**src/core/gpcr_pkg.sv**
```systemverilog
// gpcr_pkg: register map, reset values and encodings of the pad control slice
package gpcr_pkg;

  // ****************************************************************
  // sizes
  // ****************************************************************
  localparam int unsigned GPCR_PINS     = 16;
  localparam int unsigned GPCR_ADDR_W   = 6;
  localparam int unsigned GPCR_DATA_W   = 32;
  localparam int unsigned GPCR_FIELD_W  = 2;
  localparam int unsigned GPCR_SYNC_STG = 2;

  // ****************************************************************
  // byte offsets on the bus
  // ****************************************************************
  localparam logic [5:0] GPCR_OFS_DRIVE  = 6'h08;
  localparam logic [5:0] GPCR_OFS_PULL   = 6'h0c;
  localparam logic [5:0] GPCR_OFS_INPUT  = 6'h10;
  localparam logic [5:0] GPCR_OFS_OUTPUT = 6'h14;
  localparam logic [5:0] GPCR_OFS_STROBE = 6'h18;
  localparam logic [5:0] GPCR_OFS_FREEZE = 6'h1c;

  // ****************************************************************
  // reset values
  // ****************************************************************
  localparam logic [31:0] GPCR_RST_DRIVE_A = 32'h0c000000;
  localparam logic [31:0] GPCR_RST_PULL_A  = 32'h24000000;
  localparam logic [31:0] GPCR_RST_ZERO    = 32'h00000000;

  // ****************************************************************
  // field positions
  // ****************************************************************
  localparam int unsigned GPCR_KEY_BIT   = 16;
  localparam int unsigned GPCR_CLR_BASE  = 16;
  localparam int unsigned GPCR_READ_WAIT = 1;

  // ****************************************************************
  // encodings
  // ****************************************************************
  localparam logic [1:0] GPCR_PULL_NONE = 2'h0;
  localparam logic [1:0] GPCR_PULL_UP   = 2'h1;
  localparam logic [1:0] GPCR_PULL_DOWN = 2'h2;
  localparam logic [1:0] GPCR_PULL_RSVD = 2'h3;

  typedef enum logic [1:0] {
    GPCR_SPD_2M  = 2'h0,
    GPCR_SPD_10M = 2'h1,
    GPCR_SPD_50M = 2'h2
  } gpcr_speed_t;

  typedef enum logic [2:0] {
    GPCR_KEY_IDLE = 3'h0,
    GPCR_KEY_W1   = 3'h1,
    GPCR_KEY_W0   = 3'h3,
    GPCR_KEY_W1B  = 3'h2,
    GPCR_KEY_ARM  = 3'h6
  } gpcr_key_state_t;

endpackage : gpcr_pkg

```
**src/core/gpcr_sync_if.sv**
```systemverilog
// gpcr_sync_if: carries raw pin levels in and synchronised levels out
`timescale 1ns/1ps
`default_nettype none
interface gpcr_sync_if #(
  parameter int unsigned WIDTH = 16
);
  logic [WIDTH-1:0] raw;
  logic [WIDTH-1:0] synced;

  modport user (output raw, input synced);
  modport sync (input raw, output synced);
endinterface : gpcr_sync_if
`default_nettype wire

```
**src/core/gpcr_sync.sv**
```systemverilog
// gpcr_sync: two-stage synchroniser for the asynchronous pin inputs
`timescale 1ns/1ps
`default_nettype none
module gpcr_sync
  import gpcr_pkg::*;
#(
  parameter int unsigned WIDTH = GPCR_PINS
) (
  // clock and reset
  input  wire logic   mclk,
  input  wire logic   rst_n,
  // levels
  gpcr_sync_if.sync   lv
);

  logic [WIDTH-1:0] meta_q;
  logic [WIDTH-1:0] sync_q;

  // the first stage feeds only the second
  always_ff @(posedge mclk) begin
    if (!rst_n) begin
      meta_q <= '0;
      sync_q <= '0;
    end else begin
      meta_q <= lv.raw;
      sync_q <= meta_q;
    end
  end

  assign lv.synced = sync_q;

endmodule : gpcr_sync
`default_nettype wire

```
**src/core/gpcr_top.sv**
```systemverilog
// gpcr_top: gpio pad control register slice with avalon-mm slave
//
// Design decision made here: the Avalon-MM interface to the registers.
`timescale 1ns/1ps
`default_nettype none
module gpcr_top
  import gpcr_pkg::*;
#(
  parameter bit IS_PORT_A = 1'b1,
  parameter bit HAS_LOCK  = 1'b1
) (
  // clock and reset
  input  wire logic                      mclk,
  input  wire logic                      rst_n,
  // avalon-mm slave
  input  wire logic [GPCR_ADDR_W-1:0]    avs_address,
  input  wire logic                      avs_read,
  input  wire logic                      avs_write,
  input  wire logic [GPCR_DATA_W-1:0]    avs_writedata,
  input  wire logic [3:0]                avs_byteenable,
  output logic      [GPCR_DATA_W-1:0]    avs_readdata,
  output logic                           avs_waitrequest,
  // pins and neighbouring configuration
  input  wire logic [GPCR_PINS-1:0]      pin_level,
  input  wire logic [GPCR_PINS-1:0]      pin_analog_mode,
  input  wire logic [GPCR_PINS-1:0]      very_high_speed_bit,
  // pad controls
  output logic      [2*GPCR_PINS-1:0]    pad_drive_speed,
  output logic      [2*GPCR_PINS-1:0]    pad_speed_class,
  output logic      [GPCR_PINS-1:0]      pad_very_high_speed,
  output logic      [2*GPCR_PINS-1:0]    pad_pull_select,
  output logic      [GPCR_PINS-1:0]      pad_output_level,
  output logic      [GPCR_PINS-1:0]      pin_config_frozen
);

  localparam int unsigned NP = GPCR_PINS;

  // ****************************************************************
  // pin synchroniser
  // ****************************************************************
  gpcr_sync_if #(.WIDTH(NP)) lv_if ();

  assign lv_if.raw = pin_level;

  gpcr_sync #(
    .WIDTH (NP)
  ) u_sync (
    .mclk  (mclk),
    .rst_n (rst_n),
    .lv    (lv_if.sync)
  );

  // ****************************************************************
  // bus handshake
  // ****************************************************************
  // waitrequest idles high; one low cycle answers each request, so a
  // request is accepted exactly at the edge that sees it low
  logic                   wait_q;
  logic [GPCR_DATA_W-1:0] rdata_q;
  logic                   req;
  logic                   acc;
  logic                   wr_acc;
  logic                   rd_acc;
  logic [GPCR_DATA_W-1:0] be_mask;
  logic [5:0]             ofs;

  assign req    = avs_read | avs_write;
  assign acc    = req & !wait_q;
  assign wr_acc = acc & avs_write;
  assign rd_acc = acc & avs_read;
  assign ofs    = {avs_address[GPCR_ADDR_W-1:2], 2'h0};
  assign be_mask = {{8{avs_byteenable[3]}}, {8{avs_byteenable[2]}},
                    {8{avs_byteenable[1]}}, {8{avs_byteenable[0]}}};

  always_ff @(posedge mclk) begin
    if (!rst_n) begin
      wait_q <= 1'b1;
    end else if (req && wait_q) begin
      wait_q <= 1'b0;
    end else begin
      wait_q <= 1'b1;
    end
  end

  // ****************************************************************
  // register storage
  // ****************************************************************
  logic [2*NP-1:0]  drive_q;
  logic [2*NP-1:0]  pull_q;
  logic [NP-1:0]    in_lvl_q;
  logic [NP-1:0]    out_lvl_q;
  logic [NP-1:0]    lock_bits_q;
  logic             key_q;
  gpcr_key_state_t  key_st_q;
  logic [NP-1:0]    frozen;

  // pins only freeze once the key has been engaged
  assign frozen = key_q ? lock_bits_q : '0;

  logic [2*NP-1:0] drive_wr;
  logic [2*NP-1:0] pull_wr;

  // per-pin field merge honours byte lanes and the freeze
  for (genvar p = 0; p < NP; p++) begin : g_pin
    logic [1:0] dv_new;
    logic [1:0] pl_new;
    logic [1:0] msk;

    assign msk    = be_mask[2*p +: 2];
    assign dv_new = (avs_writedata[2*p +: 2] & msk)
                  | (drive_q[2*p +: 2] & ~msk);
    assign pl_new = (avs_writedata[2*p +: 2] & msk)
                  | (pull_q[2*p +: 2] & ~msk);
    assign drive_wr[2*p +: 2] = frozen[p] ? drive_q[2*p +: 2]
                                          : dv_new;
    // the reserved pull code is never stored
    assign pull_wr[2*p +: 2] = (frozen[p] || pl_new == GPCR_PULL_RSVD)
                             ? pull_q[2*p +: 2] : pl_new;
  end

  always_ff @(posedge mclk) begin
    if (!rst_n) begin
      drive_q <= IS_PORT_A ? GPCR_RST_DRIVE_A : GPCR_RST_ZERO;
    end else if (wr_acc && ofs == GPCR_OFS_DRIVE) begin
      drive_q <= drive_wr;
    end
  end

  always_ff @(posedge mclk) begin
    if (!rst_n) begin
      pull_q <= IS_PORT_A ? GPCR_RST_PULL_A : GPCR_RST_ZERO;
    end else if (wr_acc && ofs == GPCR_OFS_PULL) begin
      pull_q <= pull_wr;
    end
  end

  // sampled every cycle; analog pins read as low
  always_ff @(posedge mclk) begin
    if (!rst_n) begin
      in_lvl_q <= '0;
    end else begin
      in_lvl_q <= lv_if.synced & ~pin_analog_mode;
    end
  end

  // ****************************************************************
  // output level and set/clear strobe
  // ****************************************************************
  logic [NP-1:0] set_str;
  logic [NP-1:0] clr_str;

  assign set_str = avs_writedata[NP-1:0] & be_mask[NP-1:0];
  assign clr_str = avs_writedata[GPCR_CLR_BASE +: NP]
                 & be_mask[GPCR_CLR_BASE +: NP];

  always_ff @(posedge mclk) begin
    if (!rst_n) begin
      out_lvl_q <= GPCR_RST_ZERO[NP-1:0];
    end else if (wr_acc && ofs == GPCR_OFS_OUTPUT) begin
      out_lvl_q <= (avs_writedata[NP-1:0] & be_mask[NP-1:0])
                 | (out_lvl_q & ~be_mask[NP-1:0]);
    end else if (wr_acc && ofs == GPCR_OFS_STROBE) begin
      // set applied after clear so it wins on the same pin
      out_lvl_q <= (out_lvl_q & ~clr_str) | set_str;
    end
  end

  // ****************************************************************
  // freeze register and key sequence
  // ****************************************************************
  logic lk_wr;
  logic lk_rd;
  logic lk_full;
  logic lk_same;
  logic lk_kv;

  assign lk_wr   = HAS_LOCK && wr_acc && ofs == GPCR_OFS_FREEZE && !key_q;
  assign lk_rd   = HAS_LOCK && rd_acc && ofs == GPCR_OFS_FREEZE && !key_q;
  // a key write must carry the key lane and both pin lanes
  assign lk_full = &avs_byteenable[2:0];
  assign lk_same = avs_writedata[NP-1:0] == lock_bits_q;
  assign lk_kv   = avs_writedata[GPCR_KEY_BIT];

  always_ff @(posedge mclk) begin
    if (!rst_n) begin
      lock_bits_q <= GPCR_RST_ZERO[NP-1:0];
    end else if (lk_wr) begin
      lock_bits_q <= (avs_writedata[NP-1:0] & be_mask[NP-1:0])
                   | (lock_bits_q & ~be_mask[NP-1:0]);
    end
  end

  always_ff @(posedge mclk) begin
    if (!rst_n) begin
      key_st_q <= GPCR_KEY_IDLE;
    end else if (lk_wr) begin
      unique case (key_st_q)
        GPCR_KEY_W1: begin
          key_st_q <= (lk_full && lk_same && !lk_kv) ? GPCR_KEY_W0
                    : (lk_full && lk_kv) ? GPCR_KEY_W1
                    : GPCR_KEY_IDLE;
        end
        GPCR_KEY_W0: begin
          key_st_q <= (lk_full && lk_same && lk_kv) ? GPCR_KEY_W1B
                    : GPCR_KEY_IDLE;
        end
        // any write outside the expected step restarts the sequence
        default: begin
          key_st_q <= (lk_full && lk_kv) ? GPCR_KEY_W1
                    : GPCR_KEY_IDLE;
        end
      endcase
    end else if (lk_rd) begin
      unique case (key_st_q)
        GPCR_KEY_W1B: key_st_q <= GPCR_KEY_ARM;
        default:      key_st_q <= GPCR_KEY_IDLE;
      endcase
    end
  end

  // the read that sees key 0 after write-1-0-1 engages it; the next
  // read returns 1 and nothing but reset clears it again
  always_ff @(posedge mclk) begin
    if (!rst_n) begin
      key_q <= 1'b0;
    end else if (lk_rd && key_st_q == GPCR_KEY_W1B) begin
      key_q <= 1'b1;
    end
  end

  // ****************************************************************
  // read data
  // ****************************************************************
  logic [GPCR_DATA_W-1:0] rd_mux;

  always_comb begin
    rd_mux = '0;
    unique case (ofs)
      GPCR_OFS_DRIVE:  rd_mux = drive_q;
      GPCR_OFS_PULL:   rd_mux = pull_q;
      GPCR_OFS_INPUT:  rd_mux = {{(GPCR_DATA_W-NP){1'b0}}, in_lvl_q};
      GPCR_OFS_OUTPUT: rd_mux = {{(GPCR_DATA_W-NP){1'b0}}, out_lvl_q};
      GPCR_OFS_FREEZE: begin
        if (HAS_LOCK) begin
          rd_mux = {{(GPCR_DATA_W-NP-1){1'b0}}, key_q, lock_bits_q};
        end
      end
      default:         rd_mux = '0;
    endcase
  end

  // captured on the edge that drops waitrequest, so it stands with it
  always_ff @(posedge mclk) begin
    if (!rst_n) begin
      rdata_q <= '0;
    end else if (avs_read && wait_q) begin
      rdata_q <= rd_mux;
    end
  end

  assign avs_readdata    = rdata_q;
  assign avs_waitrequest = wait_q;

  // ****************************************************************
  // pad drive
  // ****************************************************************
  logic [2*NP-1:0] spd_cls_q;
  logic [NP-1:0]   vhs_q;
  logic [NP-1:0]   frozen_q;

  function automatic gpcr_speed_t speed_of(input logic [1:0] f);
    if (!f[0]) begin
      return GPCR_SPD_2M;
    end
    return f[1] ? GPCR_SPD_50M : GPCR_SPD_10M;
  endfunction : speed_of

  always_ff @(posedge mclk) begin
    if (!rst_n) begin
      spd_cls_q <= '0;
      vhs_q     <= '0;
    end else begin
      for (int p = 0; p < NP; p++) begin
        spd_cls_q[2*p +: 2] <= speed_of(drive_q[2*p +: 2]);
        vhs_q[p] <= (&drive_q[2*p +: 2]) & very_high_speed_bit[p];
      end
    end
  end

  always_ff @(posedge mclk) begin
    if (!rst_n) begin
      frozen_q <= '0;
    end else begin
      frozen_q <= frozen;
    end
  end

  assign pad_drive_speed     = drive_q;
  assign pad_speed_class     = spd_cls_q;
  assign pad_very_high_speed = vhs_q;
  assign pad_pull_select     = pull_q;
  assign pad_output_level    = out_lvl_q;
  assign pin_config_frozen   = frozen_q;

endmodule : gpcr_top
`default_nettype wire

```
**config.mk**
```make
export PLATFORM = sky130hd
export DESIGN_NAME = gpcr_top
export DESIGN_NICKNAME = d
export VERILOG_FILES = /design/src/core/gpcr_pkg.sv /design/src/core/gpcr_sync_if.sv /design/src/core/gpcr_sync.sv /design/src/core/gpcr_top.sv
export SDC_FILE = /design/constraint.sdc
export NUM_CORES = 1
export LEC_CHECK = 0
export ABC_AREA = 1
export BUFFER_PORTS_ARGS = -buffer_cell sky130_fd_sc_hd__buf_2
export CAP_MARGIN = 20
export CORE_MARGIN = 1
export CORE_UTILIZATION = 38
export CTS_BUF_LIST = sky130_fd_sc_hd__clkbuf_8 sky130_fd_sc_hd__clkbuf_16
export CTS_CLUSTER_SIZE = 10
export DETAILED_ROUTE_END_ITERATION = 8
export PLACE_DENSITY = 0.6
export SLEW_MARGIN = 20
export SYNTH_ARGS = -nofsm -noshare
export SYNTH_HDL_FRONTEND = slang
export SYNTH_SLANG_ARGS = --single-unit
```
**constraint.sdc**
```tcl
create_clock -name mclk -period 2.9 [get_ports mclk]
set_input_delay 0.435 -clock mclk [delete_from_list [all_inputs] [get_ports mclk]]
set_output_delay 0.435 -clock mclk [all_outputs]
set_load 0.02 [all_outputs]
```
==> summary.md, run 1 <==
| Metric | Value |
|---|---|
| Outcome | finished, final reports clean |
| Normalized max-slew margin | 61.7% |
| Leading cell type by number of instances after synthesis | sky130_fd_sc_hd__nand2_1 |
| Antenna-violating nets left | 0 |
| Mean number of vias per cell | 4.92 |
| Filler instances | about 2,600 |
| Min cycle time layout | 1750 ps |
| Library cell occupying the most area in the post-synthesis netlist | sky130_fd_sc_hd__dfxtp_1 |
| Post-Synthesis Cells | 1,241 |
| Remaining routing DRC violations | 0 |
| Arrival time of the worst setup path | 2170 ps |
| Aggregate negative setup slack | 0 ps |
| Maximum frequency from static timing analysis | 571 MHz |
| Worst IR drop on VDD | ~0.00049 V |
| Final setup violating endpoints | 0 |
| Sequential fraction of the synthesis area | 50.7% |
| Starting utilization of the core area | 38.5% |
| Violation count after the first detailed-routing iteration | between 700 and 800 |
| Proportion of register bits with asynchronous set or reset after synthesis | 0% |
| Least-Margin Pin Slew | 573 ps |
| CTS tree | yes |
| Critical Setup Path Class | reg -> reg |
| Wire length of the first global-routing pass | ~47 mm |
| Critical path peak fanout | 16 |
| Top FF cell, synth | sky130_fd_sc_hd__dfxtp_1 |
| Total I/O pin count | 271 |
| Slowest cell on crit path | sky130_fd_sc_hd__nor2_8 |
| Leading cell types by total area after synthesis | sky130_fd_sc_hd__dfxtp_1, sky130_fd_sc_hd__nand2_1, sky130_fd_sc_hd__a21oi_1 |
| Worst-skew pair later-pin latency | 530 ps |
| Post-synth design cell area | 9680 um2 |
| Worst-case clock skew | 9.97 ps |
| Horiz. Die Dim | approximately 160 um |
| NumNets Final | roughly 1,600 |
| Required time reported for the critical path endpoint | between 3000 and 4000 ps |
| Combined area of the multi-input logic cells | about 3900 um2 |
| Count of flip-flops with a built-in enable after synthesis | 0 |
| Synth cell types | 35 |
| Die footprint | 26,100 um2 |
| Critical path launch point type | flip-flop |
| Number of buffers on the longest clock path | 3 |
| Post-CTS Hold Buffers | 0 |
| Kind of capture point of the worst setup path | flip-flop |
| Combined flip-flop and latch cell area | approximately 4900 um2 |
| Longest individual stage delay on the worst path | approximately 480 ps |
| Total overflow reported by the global router | 0 |
| Commonest cells in the synthesized netlist | sky130_fd_sc_hd__nand2_1, sky130_fd_sc_hd__dfxtp_1, sky130_fd_sc_hd__inv_1 |
| Cell Chain, Critical Path | nor2_2, nand2_2, nor2_8, nand3_1, o21ai_0, a21oi_1 |
| Unrepaired setup endpoints after global routing | false |
| Final count of pins violating max slew | 0 |
| Floorplan die height | 162 um |
| Layout area overhead | 24.8% |
| Warning count from the yosys run | 0 |
| Total number of clock tree sinks | about 250 |
| Syn avg cell area | 7.80 um2 |
| Root Driver | sky130_fd_sc_hd__clkbuf_16 |
| Count of maximum capacitance violations | 0 |
| Pin count of the biggest net entering global routing | ~100 |
| Detail-routed net length per standard cell | 16.7 um |
| Power density over the cells | 584 nW/um2 |
| Via count of the first global-routing pass | 8,281 |
| Worst min path class | in -> reg |
| Post-placement setup slack | 741 ps |
| Fraction of layout cells with a size suffix above 1 | 23.6% |
| Placeable Area | 25,100 um2 |
| Number of antenna violations at the first check in global routing | 1 |
| Detailed Route WL | 30.6 mm |
| Worst Slack Setup Final | 1150 ps |
| HPWL after DPL | 22.4 mm |
| Total setup buffers inserted after CTS | 0 |
| Number of detailed-route iterations in the first pass | 5 |
| Clock-pin transition on the worst setup and hold timing paths | 50 ps |
| Global placer's final weighted congestion | 0.933 |
| Vias after detailed routing | 9,020 |
| Share of Yosys cell area claimed by the top area cell type | 50.7% |
| Clock buffer count from CTS | 29 |
| Leakage power | 0.00544 uW |
| Post-cts resize count | 0 |
| Number of placement rows | 58 |
| H-tree depth | 1 |
| Number of nets produced by synthesis | 1,335 |
| Period utilisation layout | between 60% and 70% |
| Total of flip-flops plus latches after synthesis | 245 |
| Number of I/O port buffers | 268 |
| Final Hold Violating Endpoints | 0 |
| GRT Total Usage | a little under a quarter |
## cells by family (layout without fill, tap and decap cells)
group | count (synthesis) | after routing | synth area share [%]
buffers and inverters | 205 | 466 | 8.65
xor gates and xnor gates | 5 | 5 | 0.452
and+or+nand+nor | 468 | 468 | 22.7
AOI/OAI and AO/OA | 318 | 318 | 17.5
DFF | 245 | 245 | 50.7
other | 0 | 3 | 0
## path summary, 6_finish.rpt
path	start	to	slack [ps]	depth (start not counted)
setup reg to reg	avs_waitrequest	pad_pull_select[22]	1150	6
hold / removal	pin_analog_mode[3]	in_lvl_q[3]	60	2
setup / recovery	avs_waitrequest	pad_pull_select[22]	1150	6
hold reg to reg	u_sync.lv.synced[4]	in_lvl_q[4]	400	2
## report_power, final
group	switching, uW	internal (uW)	total (uW)	leakage [uW]
Combinational	283	119	402	0.00304
Sequential	12.5	3400	3420	0.00198
Clock	1310	1920	3230	0.000420
## per-stage QoR
stage                     instances  util (%)  hold WS (ps)  power [uW]  area, um2
after global placement         1794      44.8           393        3880      11300
after floorplan                1241         -           390        3710       9680
after global routing           1832      48.1          35.8        7330      12100
after detailed placement       1794      44.8           396        3890      11300
final                          1835      48.1          55.3        7050      12100
after CTS                      1832      48.1          32.7        7130      12100
## per-layer routing
layer	GRT usage [%]	wire [um]	vias up
met5	0	0	-
met2	35.9	13300	356
met4	6.43	703	0
li1	-	-	4551
met3	6.14	2960	49
met1	31.6	13600	4064
## worst max-delay path: cells and delay by family (launching register included)
kind             cells  cell delay (ps)
AND/OR/NAND/NOR      4             1040
flip-flops           1              330
AO/OA/AOI/OAI        2              260
## cells in the final DEF, fill, tap and decap left out, drive strengths merged
cell type,n
o221ai,1
buf,279
o21ai,136
dfxtp,245
diode,3
nand3b,2
xor2,1
o211ai,27
nand2,295
inv,153
nand3,46
o22ai,22
nor3,34
a21oi,131
bufinv,1
nand4,4
clkbuf,32
xnor2,4
and2,16
nor2,71
a211oi,1
clkinv,1
## area by class of cell
cell class                      count  share of cell area [%]
Sequential cell                   245                    40.6
Multi-Input combinational cell    791                    32.6
Timing Repair Buffer              279                    11.9
Clock buffer                       32                    6.35
Inverter                          149                    4.68
Tap cell                          330                    3.42
Clock inverter                      6                   0.404
Antenna cell                        3                  0.0621
Power figures use the tool's default switching activity.
==> run 2: changes to the inputs <==
==> constraint.sdc (replaced) <==
create_clock -name mclk -period 1.8 [get_ports mclk]
set_input_delay 0.27 -clock mclk [delete_from_list [all_inputs] [get_ports mclk]]
set_output_delay 0.27 -clock mclk [all_outputs]
set_load 0.02 [all_outputs]
==> summary.md, run 2 (synthesized netlist as in run 1, its figures left out) <==
| Metric | Value |
|---|---|
| Unrepaired setup endpoints after global routing | false |
| Critical path launch point type | flip-flop |
| Final count of pins violating max slew | 0 (unchanged) |
| Global placer's final weighted congestion | 0.887 (-4.9%) |
| Fraction of layout cells with a size suffix above 1 | 23.9% (+0.29 points) |
| Number of buffers on the longest clock path | 3 (unchanged) |
| Kind of capture point of the worst setup path | flip-flop |
| Reg-to-reg critical path startpoint | avs_waitrequest |
| GRT Total Usage | 23.2% (+0.031 points) |
| Worst IR drop on VDD | 0.000650 V (+33%) |
| Critical Setup Path Class | reg -> reg |
| Starting utilization of the core area | 38.5% (unchanged) |
| Power density over the cells | 890 nW/um2 (+52%) |
| Aggregate negative setup slack | 0 ps (unchanged) |
| Maximum frequency from static timing analysis | 631 MHz (+10%) |
| CTS tree | yes |
| Least-Margin Pin Slew | 444 ps (-130 ps) |
| Vias after detailed routing | 9,116 (+1.1%) |
| Leakage power | 0.00580 uW (+6.7%) |
| Die footprint | 26,100 um2 (unchanged) |
| Mean number of vias per cell | 4.77 (-3.0%) |
| Detailed Route WL | 30.9 mm (+1.1%) |
| Via count of the first global-routing pass | 8,524 (+2.9%) |
| Min cycle time layout | 1580 ps (-166 ps) |
| Violation count after the first detailed-routing iteration | 618 (-17%) |
| Placeable Area | 25,100 um2 (unchanged) |
| Number of I/O port buffers | 268 (unchanged) |
| Clock buffer count from CTS | 29 (unchanged) |
| Clock-pin transition on the worst setup and hold timing paths | 60 ps (about the same) |
| Root Driver | sky130_fd_sc_hd__clkbuf_16 |
| Outcome | finished, final reports clean |
| Worst Slack Setup Final | 216 ps (-934 ps) |
| Worst-skew pair later-pin latency | 560 ps (+30 ps) |
| Commonest non-fill, non-tap cells in the layout | sky130_fd_sc_hd__nand2_1, sky130_fd_sc_hd__buf_2, sky130_fd_sc_hd__dfxtp_1, sky130_fd_sc_hd__inv_1, sky130_fd_sc_hd__a21oi_1 |
| Wire length of the first global-routing pass | 47.2 mm (+0.51%) |
| Post-cts resize count | 0 (unchanged) |
| Antenna-violating nets left | 0 (unchanged) |
| Normalized max-slew margin | 70.1% (+8.5 points) |
| H-tree depth | 1 (unchanged) |
| Arrival time of the worst setup path | 2010 ps (-160 ps) |
| Number of antenna violations at the first check in global routing | 2 (+1) |
| Count of cells along the worst hold path | 3 (+1) |
| Number of placement rows | 58 (unchanged) |
| Period utilisation layout | 88.0% (+28 points) |
| Layout area overhead | 32.7% |
| Critical path peak fanout | 16 (unchanged) |
| Required time reported for the critical path endpoint | 2230 ps (-1090 ps) |
| Total number of clock tree sinks | 245 (unchanged) |
| Remaining routing DRC violations | 0 (unchanged) |
| Total I/O pin count | 271 (unchanged) |
| Number of detailed-route iterations in the first pass | 4 (-1) |
| Detail-routed net length per standard cell | 16.2 um (-3.0%) |
| Final Hold Violating Endpoints | 0 (unchanged) |
| Setup slack of the most critical reg-to-reg path | 220 ps (-930 ps) |
| Final setup violating endpoints | 0 (unchanged) |
| Reg2reg path depth | 8 (+2) |
| Horiz. Die Dim | 162 um (unchanged) |
| Most common cell after layout, fill and taps aside | sky130_fd_sc_hd__nand2_1 |
| Count of maximum capacitance violations | 0 (unchanged) |
| Floorplan die height | 162 um (unchanged) |
| HPWL after DPL | 23.0 mm (+2.6%) |
| Total overflow reported by the global router | 0 (unchanged) |
| NumNets Final | 1,665 (+4.8%) |
| Post-placement setup slack | 79.1 ps (-662 ps) |
| Pin count of the biggest net entering global routing | 51 (-51%) |
| Origin of the worst min-delay path | avs_writedata[20] |
| Worst-case clock skew | 18.4 ps (+8.47 ps) |
| Worst min path class | in -> reg |
run 2: cell types whose count changed in the layout (fill, tap and decap cells not counted):
cell / previous run / this run
sky130_fd_sc_hd__buf_12: 1 / 6
sky130_fd_sc_hd__buf_4: 11 / 28
sky130_fd_sc_hd__bufinv_16: 1 / 0
sky130_fd_sc_hd__clkinv_2: 1 / 2
sky130_fd_sc_hd__diode_2: 3 / 2
sky130_fd_sc_hd__dlygate4sd3_1: 0 / 54
sky130_fd_sc_hd__inv_1: 147 / 148
sky130_fd_sc_hd__inv_16: 0 / 1
run 2: layout make-up:
| cell class | instances | area, um2 |
|---|---|---|
| Fill cell | 2507 | 12300 |
| Sequential cell | 245 | 4900 |
| Multi-Input combinational cell | 791 | 3940 |
| Timing Repair Buffer | 355 | 2210 |
| Clock buffer | 32 | 767 |
| Inverter | 149 | 566 |
| Tap cell | 330 | 413 |
| Clock inverter | 8 | 47.5 |
| Antenna cell | 2 | 5.00 |
run 2: metal layers:
metal / wire length (um) / track usage [%] / vias up
li1: - / - / 4694
met1: 13900 / 31.1 / 4058
met2: 13700 / 36.8 / 310
met3: 2420 / 5.65 / 54
met4: 824 / 6.86 / 0
met5: 0 / 0 / -
run 2: where the power goes:
group	leakage, uW	internal (uW)	switching [uW]
clock	0.000425	2980	2180
sequential	0.00198	5480	20.1
combinational	0.00340	293	472
total	0.00580	8760	2670
run 2: worst max path at each step:
stage / from / end / cells after the start
after floorplan: avs_waitrequest / flip-flop / 9
after global placement: avs_address[2] / pad_pull_select[2] / 9
after CTS: avs_waitrequest / flip-flop / 8
after detailed placement: avs_address[2] / pad_pull_select[13] / 9
final: avs_waitrequest / flip-flop / 8
after global routing: avs_waitrequest / flip-flop / 8
run 2: repair_timing:
action                                  CTS  global route
hold buffers                             54             0
buffers inserted                          0             0
hold endpoints to repair                 54             0
endpoints found under the setup margin    0             0
run 2: per-stage QoR:
stage          power, uW  hold slack (ps)  instance area [um2]  cells  util (%)
6_report           11400             25.3                12800   1912      51.2
5_1_grt            11800             29.9                12800   1910      51.1
4_1_cts            11600             2.89                12800   1910      51.1
3_5_place_dp        6290              398                11500   1816      45.7
3_3_place_gp        6280              393                11500   1816      45.7
2_1_floorplan       5980              342                 9680   1241         -
run 2: worst max-delay path, cell delays in order (launching register included):
cell and delay (ps):
sky130_fd_sc_hd__dfxtp_1 340, sky130_fd_sc_hd__nor2_2 160, sky130_fd_sc_hd__nand2_2 150, sky130_fd_sc_hd__inv_2 130, sky130_fd_sc_hd__nand3_2 110, sky130_fd_sc_hd__inv_2 110
sky130_fd_sc_hd__nand2_2 180, sky130_fd_sc_hd__o21ai_0 220, sky130_fd_sc_hd__a21oi_1 60
==> run 3: changes to the inputs <==
--- a/config.mk
+++ b/config.mk
@@ -14,6 +14,7 @@
 export CTS_CLUSTER_SIZE = 10
 export DETAILED_ROUTE_END_ITERATION = 8
 export PLACE_DENSITY = 0.6
+export REMOVE_ABC_BUFFERS = 1
 export SLEW_MARGIN = 20
 export SYNTH_ARGS = -nofsm -noshare
 export SYNTH_HDL_FRONTEND = slang
==> summary.md, run 3 (synthesized netlist as in run 1, its figures left out) <==
| Metric | Value |
|---|---|
| Outcome | finished with violations |
| Violated checks | DRC |
| Worst IR drop on VDD | 0.000633 V (-2.7%) |
| Most common cell after layout, fill and taps aside | sky130_fd_sc_hd__nand2_1 |
| Normalized max-slew margin | 74.1% (+4.0 points) |
| Part of the power in combinational logic | 6.8% (about the same) |
| Antenna diode count | 0 (-2) |
| Number of antenna violations at the first check in global routing | 0 (-2) |
| GRT Total Usage | 22.6% (-0.60 points) |
| Worst min path class | in -> reg |
| Aggregate negative setup slack | 0 ps (unchanged) |
| Switching power | 2610 uW (-2.3%) |
| Number of detailed-route iterations in the first pass | 7 (+3) |
| Remaining routing DRC violations | 1 (+1) |
| Placeable Area | 25,100 um2 (unchanged) |
| Floorplan die height | 162 um (unchanged) |
| Final std cell area, no fill | 12,700 um2 (-1.3%) |
| Min cycle time layout | 1610 ps (+22.4 ps) |
| Root Driver | sky130_fd_sc_hd__clkbuf_16 |
| Fraction of layout cells with a size suffix above 1 | 23.4% (-0.49 points) |
| Final Hold Violating Endpoints | 0 (unchanged) |
| Antenna-violating nets left | 0 (unchanged) |
| Clock buffer count from CTS | 29 (unchanged) |
| Required time reported for the critical path endpoint | 2210 ps (-20 ps) |
| Critical path launch point type | flip-flop |
| Violation count after the first detailed-routing iteration | 596 (-3.6%) |
| Total setup buffers inserted after CTS | 0 (unchanged) |
| Arrival time of the worst setup path | 2010 ps (about the same) |
| Final count of pins violating max slew | 0 (unchanged) |
| Number of I/O port buffers | 268 (unchanged) |
| Period utilisation layout | 89.2% (+1.2 points) |
| Total I/O pin count | 271 (unchanged) |
| Wire length of the first global-routing pass | 46.5 mm (-1.6%) |
| Count of maximum capacitance violations | 0 (unchanged) |
| Number of placement rows | 58 (unchanged) |
| Clock Power Share | 44.3% (-0.9 points) |
| H-tree depth | 1 (unchanged) |
| Leakage power | 0.00570 uW (-1.8%) |
| Maximum frequency from static timing analysis | 623 MHz (-1.4%) |
| Number of buffers on the longest clock path | 3 (unchanged) |
| Horiz. Die Dim | 162 um (unchanged) |
| Critical path peak fanout | 8 (-8) |
| Worst-case clock skew | 6.97 ps (-11.5 ps) |
| Detailed Route WL | 30.2 mm (-2.3%) |
| Pin count of the biggest net entering global routing | 70 (+37%) |
| Mean number of vias per cell | 4.83 (+1.3%) |
| Final setup violating endpoints | 0 (unchanged) |
| Layout area overhead | 30.9% |
| Critical Setup Path Class | reg -> reg |
| Via count of the first global-routing pass | 8,663 (+1.6%) |
| Starting utilization of the core area | 38.5% (unchanged) |
| Finished Core Util | 50.5% (-0.69 points) |
| NumNets Final | 1,650 (-0.90%) |
| Clock-pin transition on the worst setup and hold timing paths | 60 ps (about the same) |
| Fin Hold WS | 26.4 ps (+1.08 ps) |
| Post-cts resize count | 0 (unchanged) |
| Global placer's final weighted congestion | 0.836 (-5.8%) |
| Worst-skew pair later-pin latency | 530 ps (-30 ps) |
| Net Sw Frac | 23.2% (-0.16 points) |
| Post-detailed-placement cell area | 11,400 um2 (-0.72%) |
| HPWL after DPL | 21.5 mm (-6.5%) |
| CTS tree | yes |
| Unrepaired setup endpoints after global routing | false |
| Internal Power | 8640 uW (-1.4%) |
| Kind of capture point of the worst setup path | flip-flop |
| Detail-routed net length per standard cell | 16.0 um (-1.3%) |
| Total number of clock tree sinks | 245 (unchanged) |
| Least-Margin Pin Slew | 384 ps (-59.7 ps) |
| Power share of the sequential group | 48.9% (+0.8 points) |
| Die footprint | 26,100 um2 (unchanged) |
| Commonest non-fill, non-tap cells in the layout | sky130_fd_sc_hd__nand2_1, sky130_fd_sc_hd__buf_2, sky130_fd_sc_hd__dfxtp_1, sky130_fd_sc_hd__inv_1, sky130_fd_sc_hd__a21oi_1 |
| Vias after detailed routing | 9,138 (+0.24%) |
| Power density over the cells | 887 nW/um2 (-0.27%) |
| Total overflow reported by the global router | 0 (unchanged) |
[run 3: cell count changes in the layout (fill, tap and decap cells not counted), sizes merged]
cell / before / now
buf: 301 / 290
dlygate4sd3: 54 / 50
inv: 155 / 152
clkbuf: 32 / 30
clkinv: 2 / 4
diode: 2 / 0
[run 3: worst paths after layout]
path | start | to | slack, ps | cells after the start
min | avs_writedata[18] | flip-flop | 30 | 3
min reg2reg | u_sync.lv.synced[4] | in_lvl_q[4] | 410 | 2
max reg2reg | avs_waitrequest | pad_output_level[13] | 190 | 8
max | avs_waitrequest | pad_output_level[13] | 190 | 8
[run 3: cell type report]
type	instances	area [um2]
Tap cell	330	413
Clock inverter	7	30.0
Multi-Input combinational cell	791	3940
Sequential cell	245	4900
Inverter	149	566
Clock buffer	30	739
Timing Repair Buffer	340	2080
Fill cell	2583	12400
[run 3: per-layer routing]
metal / wire (um) / part of all wire, % / up-vias / track usage, %
met4: 463 / 1.5 / 0 / 4.55
li1: - / - / 4663 / -
met2: 14100 / 47 / 315 / 38.6
met1: 13300 / 44 / 4122 / 29.5
met5: 0 / 0 / - / 0
met3: 2310 / 7.6 / 38 / 4.42
[run 3: power by group through the flow]
stage | logic, uW | registers, uW | clock network (uW)
2_1_floorplan | 275 | 5640 | 0
3_3_place_gp | 670 | 5620 | 0
4_1_cts | 762 | 5500 | 5090
3_5_place_dp | 676 | 5620 | 0
6_report | 761 | 5500 | 4980
5_1_grt | 839 | 5500 | 5290
[run 3: timing repair]
item	CTS	global route
endpoints found under the hold margin	50	0
hold buffers	50	0
setup endpoints to repair	0	0
[run 3: per-stage QoR]
stage / setup slack [ps] / total power, uW / std cells
2_1_floorplan: -345 / 5910 / 1185
6_report: 194 / 11200 / 1892
3_3_place_gp: 65.5 / 6290 / 1805
4_1_cts: 200 / 11400 / 1892
3_5_place_dp: 39.7 / 6290 / 1805
5_1_grt: 31.5 / 11600 / 1892
[run 3: critical path, stage by stage (launching register included)]
cell	delay (ps)
sky130_fd_sc_hd__dfxtp_1	350
sky130_fd_sc_hd__nor2_2	160
sky130_fd_sc_hd__nand2_2	150
sky130_fd_sc_hd__inv_2	130
sky130_fd_sc_hd__nand2_1	110
sky130_fd_sc_hd__inv_1	110
sky130_fd_sc_hd__nand2_1	210
sky130_fd_sc_hd__o211ai_1	180
sky130_fd_sc_hd__a21oi_1	90
